## src/common/mhs_consts.svh

```systemverilog
// Constants for the message header sequencer: register map, character
// codes and timing.
// Assumes inclusion by bare name from design and bench files.
`ifndef MHS_CONSTS_SVH
`define MHS_CONSTS_SVH

// Register byte offsets within the 4 KiB APB window
`define MHS_OFF_OPSEL 12'h000
`define MHS_OFF_MSGNUM 12'h004
`define MHS_OFF_STATUS 12'h008
`define MHS_ADDR_W 12

// Reset values of the writable registers
`define MHS_OPSEL_RST 5'h00
`define MHS_MSGNUM_RST 15'h0000

// Counter figures
`define MHS_CNT_W 4
`define MHS_CNT_CLEAR 4'h0
`define MHS_CNT_ONE 4'h1
`define MHS_LAST_COUNT 4'hE
`define MHS_SEL_W 14

// Header counts with a fixed meaning
`define MHS_CNT_V 4'h1
`define MHS_CNT_Z 4'h2
`define MHS_CNT_OPER 4'h9
`define MHS_CNT_FIGS 4'hA
`define MHS_CNT_DIG0 4'hB
`define MHS_CNT_DIG1 4'hC
`define MHS_CNT_DIG2 4'hD
`define MHS_CNT_C3 4'h3
`define MHS_CNT_C4 4'h4
`define MHS_CNT_C5 4'h5
`define MHS_CNT_C6 4'h6
`define MHS_CNT_C7 4'h7
`define MHS_CNT_C8 4'h8

// Five-level codes, bit 0 is level two and bit 4 is level six; 1 = mark
`define MHS_CODE_V 5'h1E
`define MHS_CODE_Z 5'h11
`define MHS_CODE_FIGS 5'h1B
`define MHS_CODE_LTRS 5'h1F
`define MHS_CODE_SPACE 5'h00

// Fixed characters for counts three to eight
`define MHS_CODE_C3 5'h01
`define MHS_CODE_C4 5'h02
`define MHS_CODE_C5 5'h04
`define MHS_CODE_C6 5'h08
`define MHS_CODE_C7 5'h10
`define MHS_CODE_C8 5'h03

// Field layout of the digit register
`define MHS_DIG_W 5

// Timing: display settle hold-off
`define MHS_SETTLE_MS 225
`define MHS_CLK_KHZ 20000
`define MHS_SETTLE_CYC (`MHS_SETTLE_MS * `MHS_CLK_KHZ)
`define MHS_TMR_W 23

`endif

```

## src/common/mhs_pkg.sv

```systemverilog
// Types shared by the message header sequencer files.
// Assumes nothing of its surroundings.
package mhs_pkg;

   // Phase of one header; Gray coded along idle, run, done, settle
   typedef enum logic [1:0] {
      MHS_PH_IDLE = 2'b00,
      MHS_PH_RUN = 2'b01,
      MHS_PH_DONE = 2'b11,
      MHS_PH_SETTLE = 2'b10
   } mhs_phase_t;

endpackage

```

## src/mhs_header_seq.sv

```systemverilog
// Message header sequencer: fourteen-character header generator.
// Assumes step_pulse comes from sequence-control logic on pclk, one
// cycle wide, and APB from a master on the same clock.
//
// Added by the designer: the APB register port and the register addresses.
`timescale 1ns/1ps
`include "mhs_consts.svh"

module mhs_header_seq
   import mhs_pkg::*;
#(
   parameter logic [`MHS_TMR_W-1:0] SETTLE_CYCLES =
      `MHS_TMR_W'(`MHS_SETTLE_CYC)
) (
   input wire logic pclk, // System clock, 20 MHz
   input wire logic presetn, // Async reset, active low
   input wire logic psel, // APB select
   input wire logic penable, // APB access phase
   input wire logic pwrite, // APB direction, high for write
   input wire logic [31:0] paddr, // APB byte address
   input wire logic [31:0] pwdata, // APB write data
   output logic [31:0] prdata, // APB read data
   output logic pready, // APB ready
   output logic pslverr, // APB error, unmapped address
   input wire logic step_pulse, // Header step from sequence control
   output logic [7:0] char_levels_q, // Levels one to eight, 1 = mark
   output logic header_out_en_q, // Header output gates primed
   output logic message_header_active_q, // Header sequence running
   output logic display_step_relay_q, // Number display stepping drive
   output logic verifier_alarm_inhibit_q, // Suppress verifier alarm
   output logic reader_gate_block_q, // Block reader data sampling
   output logic serial_converter_switch_en_q, // Converter switch enable
   output logic header_complete_q, // Header finished, to reader logic
   output logic reader_step_q, // Fifteenth step pulse, the one that resets the counter, routed to the reader
   output logic [13:0] select_q, // Count select, bit 0 is count one
   output logic reset_detect_q // Counter in reset state
);

   ////////////////////////////////////////////////////////////////////
   // Decode and character functions

   function automatic logic [`MHS_SEL_W-1:0] sel_of(
      input logic [`MHS_CNT_W-1:0] cnt
   );
      logic [`MHS_SEL_W-1:0] s;
      s = '0;
      if (cnt != `MHS_CNT_CLEAR && cnt <= `MHS_LAST_COUNT) begin
         s[cnt - `MHS_CNT_ONE] = 1'b1;
      end
      return s;
   endfunction

   function automatic logic [4:0] code_of(
      input logic [`MHS_CNT_W-1:0] cnt,
      input logic [4:0] oper,
      input logic [14:0] num
   );
      logic [4:0] c;
      case (cnt)
         `MHS_CNT_V: c = `MHS_CODE_V;
         `MHS_CNT_Z: c = `MHS_CODE_Z;
         `MHS_CNT_C3: c = `MHS_CODE_C3;
         `MHS_CNT_C4: c = `MHS_CODE_C4;
         `MHS_CNT_C5: c = `MHS_CODE_C5;
         `MHS_CNT_C6: c = `MHS_CODE_C6;
         `MHS_CNT_C7: c = `MHS_CODE_C7;
         `MHS_CNT_C8: c = `MHS_CODE_C8;
         `MHS_CNT_OPER: c = oper;
         `MHS_CNT_FIGS: c = `MHS_CODE_FIGS;
         `MHS_CNT_DIG0: c = num[4:0];
         `MHS_CNT_DIG1: c = num[9:5];
         `MHS_CNT_DIG2: c = num[14:10];
         `MHS_LAST_COUNT: c = `MHS_CODE_LTRS;
         default: c = `MHS_CODE_SPACE;
      endcase
      return c;
   endfunction

   ////////////////////////////////////////////////////////////////////
   // Registers and wires

   mhs_phase_t phase_q;
   mhs_phase_t phase_d;
   logic [`MHS_CNT_W-1:0] count_q;
   logic [`MHS_CNT_W-1:0] count_d;
   logic [4:0] opsel_q;
   logic [14:0] msgnum_q;
   logic holdoff_busy;
   logic step_ok;
   logic step_adv;
   logic step_last;
   logic into_reset;
   logic active_d;
   logic [4:0] code_d;
   logic [7:0] char_d;
   logic apb_setup;
   logic apb_wr;
   logic hit_opsel;
   logic hit_msgnum;
   logic hit_status;
   logic hit_any;
   logic [31:0] rdata_d;

   ////////////////////////////////////////////////////////////////////
   // Step routing and counter

   // Steps are dropped while the display mechanism settles
   assign step_ok = step_pulse && !holdoff_busy;
   // Once the completion latch is set, counting stops
   assign step_adv = step_ok && (phase_q == MHS_PH_IDLE ||
      phase_q == MHS_PH_RUN);
   assign step_last = step_ok && (phase_q == MHS_PH_DONE);

   assign count_d = step_last ? `MHS_CNT_CLEAR :
      step_adv ? count_q + `MHS_CNT_ONE : count_q;

   // Only the edge into reset fires the hold-off
   assign into_reset = (count_q != `MHS_CNT_CLEAR) &&
      (count_d == `MHS_CNT_CLEAR);

   always_comb begin
      phase_d = phase_q;
      case (phase_q)
         MHS_PH_IDLE: begin
            if (step_adv) begin
               phase_d = MHS_PH_RUN;
            end
         end
         MHS_PH_RUN: begin
            if (count_d == `MHS_LAST_COUNT) begin
               phase_d = MHS_PH_DONE;
            end
         end
         MHS_PH_DONE: begin
            if (step_last) begin
               phase_d = MHS_PH_SETTLE;
            end
         end
         MHS_PH_SETTLE: begin
            if (!holdoff_busy) begin
               phase_d = MHS_PH_IDLE;
            end
         end
         default: phase_d = MHS_PH_IDLE;
      endcase
   end

   always_ff @(posedge pclk or negedge presetn) begin
      if (!presetn) begin
         phase_q <= MHS_PH_IDLE;
         count_q <= `MHS_CNT_CLEAR;
      end else begin
         phase_q <= phase_d;
         count_q <= count_d;
      end
   end

   mhs_settle_timer #(
      .CYCLES(SETTLE_CYCLES)
   ) u_settle (
      .pclk(pclk),
      .presetn(presetn),
      .start(into_reset),
      .busy_q(holdoff_busy)
   );

   ////////////////////////////////////////////////////////////////////
   // Character and control outputs

   // Outputs follow the next count so they line up with count_q
   assign active_d = (count_d != `MHS_CNT_CLEAR);
   assign code_d = code_of(count_d, opsel_q, msgnum_q);
   // Five-level header: levels one, seven and eight stay spacing
   assign char_d = active_d ? {2'b00, code_d, 1'b0} : 8'h00;

   always_ff @(posedge pclk or negedge presetn) begin
      if (!presetn) begin
         char_levels_q <= 8'h00;
         header_out_en_q <= 1'b0;
         message_header_active_q <= 1'b0;
         display_step_relay_q <= 1'b0;
         verifier_alarm_inhibit_q <= 1'b0;
         reader_gate_block_q <= 1'b0;
         serial_converter_switch_en_q <= 1'b1;
         header_complete_q <= 1'b0;
         reader_step_q <= 1'b0;
         select_q <= '0;
         reset_detect_q <= 1'b1;
      end else begin
         char_levels_q <= char_d;
         header_out_en_q <= active_d;
         message_header_active_q <= active_d;
         display_step_relay_q <= active_d;
         verifier_alarm_inhibit_q <= active_d;
         reader_gate_block_q <= active_d;
         serial_converter_switch_en_q <= !active_d;
         header_complete_q <= (count_d == `MHS_LAST_COUNT);
         reader_step_q <= step_last;
         select_q <= sel_of(count_d);
         reset_detect_q <= !active_d;
      end
   end

   ////////////////////////////////////////////////////////////////////
   // APB slave, zero wait states

   assign apb_setup = psel && !penable;
   assign apb_wr = psel && penable && pready && pwrite;
   assign hit_opsel = (paddr[`MHS_ADDR_W-1:0] == `MHS_OFF_OPSEL);
   assign hit_msgnum = (paddr[`MHS_ADDR_W-1:0] == `MHS_OFF_MSGNUM);
   assign hit_status = (paddr[`MHS_ADDR_W-1:0] == `MHS_OFF_STATUS);
   assign hit_any = hit_opsel || hit_msgnum || hit_status;

   assign rdata_d = hit_opsel ? {27'h000_0000, opsel_q} :
      hit_msgnum ? {17'h0_0000, msgnum_q} :
      hit_status ? {24'h00_0000, message_header_active_q,
         holdoff_busy, phase_q, count_q} : 32'h0000_0000;

   always_ff @(posedge pclk or negedge presetn) begin
      if (!presetn) begin
         pready <= 1'b0;
         pslverr <= 1'b0;
         prdata <= 32'h0000_0000;
      end else begin
         pready <= apb_setup;
         pslverr <= apb_setup && !hit_any;
         prdata <= (apb_setup && !pwrite) ? rdata_d : 32'h0000_0000;
      end
   end

   // Switch settings may change mid-header; the new value is used from
   // the next clock on, even within the current count, as a real switch would be
   always_ff @(posedge pclk or negedge presetn) begin
      if (!presetn) begin
         opsel_q <= `MHS_OPSEL_RST;
         msgnum_q <= `MHS_MSGNUM_RST;
      end else begin
         if (apb_wr && hit_opsel) begin
            opsel_q <= pwdata[4:0];
         end
         if (apb_wr && hit_msgnum) begin
            msgnum_q <= pwdata[14:0];
         end
      end
   end
endmodule

```

## src/mhs_settle_timer.sv

```systemverilog
// Display settle hold-off timer.
// Assumes start is a single-cycle pulse on the pclk domain.
`timescale 1ns/1ps
`include "mhs_consts.svh"

module mhs_settle_timer #(
   parameter logic [`MHS_TMR_W-1:0] CYCLES = `MHS_TMR_W'(`MHS_SETTLE_CYC)
) (
   input wire logic pclk, // System clock
   input wire logic presetn, // Async reset, active low
   input wire logic start, // Begin a hold-off
   output logic busy_q // Hold-off running
);

   logic [`MHS_TMR_W-1:0] left_q;
   logic [`MHS_TMR_W-1:0] left_d;
   logic busy_d;

   // A fresh start restarts the full period
   assign left_d = start ? CYCLES :
      (left_q != '0) ? left_q - `MHS_TMR_W'(1) : left_q;
   assign busy_d = (left_d != '0);

   always_ff @(posedge pclk or negedge presetn) begin
      if (!presetn) begin
         left_q <= '0;
         busy_q <= 1'b0;
      end else begin
         left_q <= left_d;
         busy_q <= busy_d;
      end
   end

endmodule

```

## config.mk

```make
export PLATFORM = sky130hd
export DESIGN_NAME = mhs_header_seq
export DESIGN_NICKNAME = d
export VERILOG_FILES = /design/src/common/mhs_pkg.sv /design/src/mhs_header_seq.sv /design/src/mhs_settle_timer.sv
export VERILOG_INCLUDE_DIRS = /design/src /design/src/common
export SDC_FILE = /design/constraint.sdc
export NUM_CORES = 1
export LEC_CHECK = 0
export ABC_AREA = 1
export BUFFER_PORTS_ARGS = -buffer_cell sky130_fd_sc_hd__buf_2
export CORE_MARGIN = 8
export CORE_UTILIZATION = 35
export DETAILED_ROUTE_END_ITERATION = 6
export GPL_TIMING_DRIVEN = 0
export PLACE_DENSITY = 0.64
export SKIP_CTS_REPAIR_TIMING = 1
export SLEW_MARGIN = 20
export SYNTH_ARGS = -nofsm -noshare
export SYNTH_HDL_FRONTEND = slang
export SYNTH_SLANG_ARGS = --single-unit
```

## constraint.sdc

```tcl
create_clock -name pclk -period 4.1 [get_ports pclk]
set_input_delay 0.82 -clock pclk [delete_from_list [all_inputs] [get_ports pclk]]
set_output_delay 0.82 -clock pclk [all_outputs]
set_load 0.1 [all_outputs]
```

==> flow_summary.toml <==
[critical_path]
worstPathRequired_ns = 4.31
crit_path_end_kind = "flip-flop"
cp_max_fo = 7
worstSetupStartpointType = "flip-flop"
critical_path_class = "reg -> reg"
arrival_ns = 2.59

[detailed_routing]
wl_per_cell_um = 14.6
routed_via_density = 4.71
drtAntennaViolNets = 0
drcViolationCount = 0
drt_wl_total_um = 12300
firstDrtPassIters = 6
drtIter0Drc = 255
vias = 3988

[timing]
rsz0062_at_grt = "no"
fin_crit_sh_pct = 57.8
worst_slew_pin_slew_ns = 0.865
slew_viol_final = 0
timing.fmax_mhz = 422
setup_viol_count_final = 0
min_period_ns = 2.37
finalClockSkew_ns = 0.0109
fin_ws_ns = 1.73
finalSetupTns_ns = 0
final_hold_viol_count = 0
relSlewSlack_pct = 41.8

[yosys]
syn_area_per_cell_um2 = 8.14
seq_area_frac_synth_pct = 49.4
ys_types = 38
synthTopCellsByArea = "dfrtp_1 49%, nand2_1 11%, nor2_1 6.4%"
synth_top_cell_by_area = "dfrtp_1"
syn_inst = 561
synth_seq_cells = 90
synth_top_area_share_pct = 48.8
yosysWarnings = 0
netlist_area_um2 = 4560

[clocking]
cts_buffers = 9
cts_buffer_depth = 2
clk_latency_ns = 0.35
path_clk_slew_ns = 0.07
cts.sinks = 90
cts_tree = "built"
cts_root_buf = "clkbuf_16"
cts.htree.levels = 3

[run]
drv_cap = 0

[outcome]
status = "complete, no violations"

[power_and_ir_drop]
powerDensity_nw_per_um2 = 351
leakage_nw = 3.01
ir_worst_vdd_v = 0.000318
total_power_mw = 1.96

[global_routing]
grt_pass1_wl_um = 20200
overflow = 0
grtUsageTotal_pct = 15.3
grt_start_max_net_pins = 52
antenna_found_initial = 0
first_global_vias = 4192

[final_layout]
fill_cells = 1272
multi_input_area_um2 = 1870
final_layout_size_suffix_gt1_share_pct = 23.0
area_delta_synth_final_pct = 22.7
nets = 743
seqCellArea_um2 = 2250
final_cells = 846
post-route-util_pct = 44.2
n_antenna_cell = 0

[min_path]
hp-class = "in -> async"

[placement]
hpwl_um = 9440
dpl_worst_slack_ns = 1.53
placed_cells = 830
port_buffers = 77
gp_congestion = 0.870

[die]
dieArea_um2 = 17000
start_util_pct = 36.0
die_x_um = 130
ios = 135
die_h_um = 130
rows = 41
core_area_um2 = 12700
-- final cells by class --
class / count / share of cell area, %
buffer: 32 / 4.07
inverter: 75 / 5.03
clock inverter: 6 / 1.70
timing repair buffer: 78 / 7.42
clock buffer: 10 / 4.27
tap: 172 / 3.84
multi-input combinational: 383 / 33.4
sequential: 90 / 40.2
-- sequential cells by signal, indices dropped and copies added (netlist names) --
signal,flops
reader_gate_block_q,1
u_settle.busy_q,1
pslverr,1
phase_q,2
u_settle.left_q,23
select_q,14
opsel_q,5
header_complete_q,1
char_levels_q,5
pready,1
prdata,15
reader_step_q,1
count_q,4
reset_detect_q,1
msgnum_q,15
-- where the power goes --
| part | total, mW | switching (mW) | internal, mW |
|---|---|---|---|
| Combinational | 0.151 | 0.120 | 0.0303 |
| Clock | 0.925 | 0.367 | 0.557 |
| Sequential | 0.889 | 0.000543 | 0.889 |
| Total | 1.96 | 0.488 | 1.48 |
-- worst max-delay path, cell delays in order, from the launching register on --
cell and delay [ns]:
dfrtp_1 0.40, inv_1 0.23, ha_1 0.33, nand2_1 0.19
nor2_1 0.43, nand2_1 0.10, nand2_1 0.07, a21oi_1 0.05
nand2_1 0.09, nand2_1 0.07, nor3_1 0.16, nand3_1 0.12
-- synthesized netlist by cell type (all sizes together) --
| cell | instances |
|---|---|
| clkbuf | 2 |
| nor2 | 83 |
| a32oi | 1 |
| nand3 | 33 |
| inv | 75 |
| a22oi | 5 |
| mux2 | 6 |
| o21ai | 19 |
| nor3 | 14 |
| nor4 | 2 |
| dfstp | 1 |
| xor2 | 6 |
| nand2 | 138 |
| dfrtp | 89 |
| nand4 | 14 |
| nand3b | 2 |
| buf | 30 |
| a21oi | 28 |
| or2 | 4 |
| conb | 1 |
| ha | 4 |
| xnor2 | 4 |
-- final timing paths --
| check | start | to | slack (ns) | cells after the start |
|---|---|---|---|---|
| worst max-delay path | u_settle.left_q[0]$_DFF_PN0_ | u_settle.busy_q$_DFF_PN0_ | 1.73 | 11 |
| worst min-delay path | presetn | u_settle.left_q[1]$_DFF_PN0_ | 0.45 | 1 |
| worst max register to register | u_settle.left_q[0]$_DFF_PN0_ | u_settle.busy_q$_DFF_PN0_ | 1.73 | 11 |
| worst min register to register | opsel_q[2]$_DFFE_PN0P_ | opsel_q[2]$_DFFE_PN0P_ | 0.52 | 2 |
| max in group asynchronous | presetn | msgnum_q[0]$_DFFE_PN0P_ | 3.02 | 2 |
| min in group pclk | opsel_q[2]$_DFFE_PN0P_ | opsel_q[2]$_DFFE_PN0P_ | 0.52 | 2 |
-- kinds of logic after synthesis --
kind of cell	share of synthesized area, %
compound gates	6.41
flops	49.4
other cells	0.0822
mux	1.48
xor+xnor	1.92
simple gates	28.5
fa+ha+maj	1.10
buf+inv	11.2
-- layer usage --
layer	GRT usage, %	wire [µm]	part of all wire (%)
met4	6.90	342	2.8
met2	25.8	6100	49
met3	4.08	811	6.6
met1	17.8	5090	41
met5	0	0	0
-- cells in the final DEF, fill, tap and decap left out, drive strengths merged --
cell type  instances
a21oi             28
nor3              14
inv               77
ha                 4
dfrtp             89
nand3b             2
xor2               6
mux2               6
xnor2              4
nor4               2
dfstp              1
a22oi              5
or2                4
nand2            138
nand3             33
o21ai             19
bufinv             2
nor2              83
clkinv             2
a32oi              1
clkbuf            12
buf              108
conb              20
nand4             14
-- stage by stage --
step / area (µm²) / hold slack [ns]
after floorplan: 4640 / 0.460
after global placement: 5240 / 0.496
after detailed placement: 5270 / 0.503
after CTS: 5600 / 0.472
after global routing: 5600 / 0.504
final: 5600 / 0.452
No activity file was read; power rests on OpenSTA's default activity.
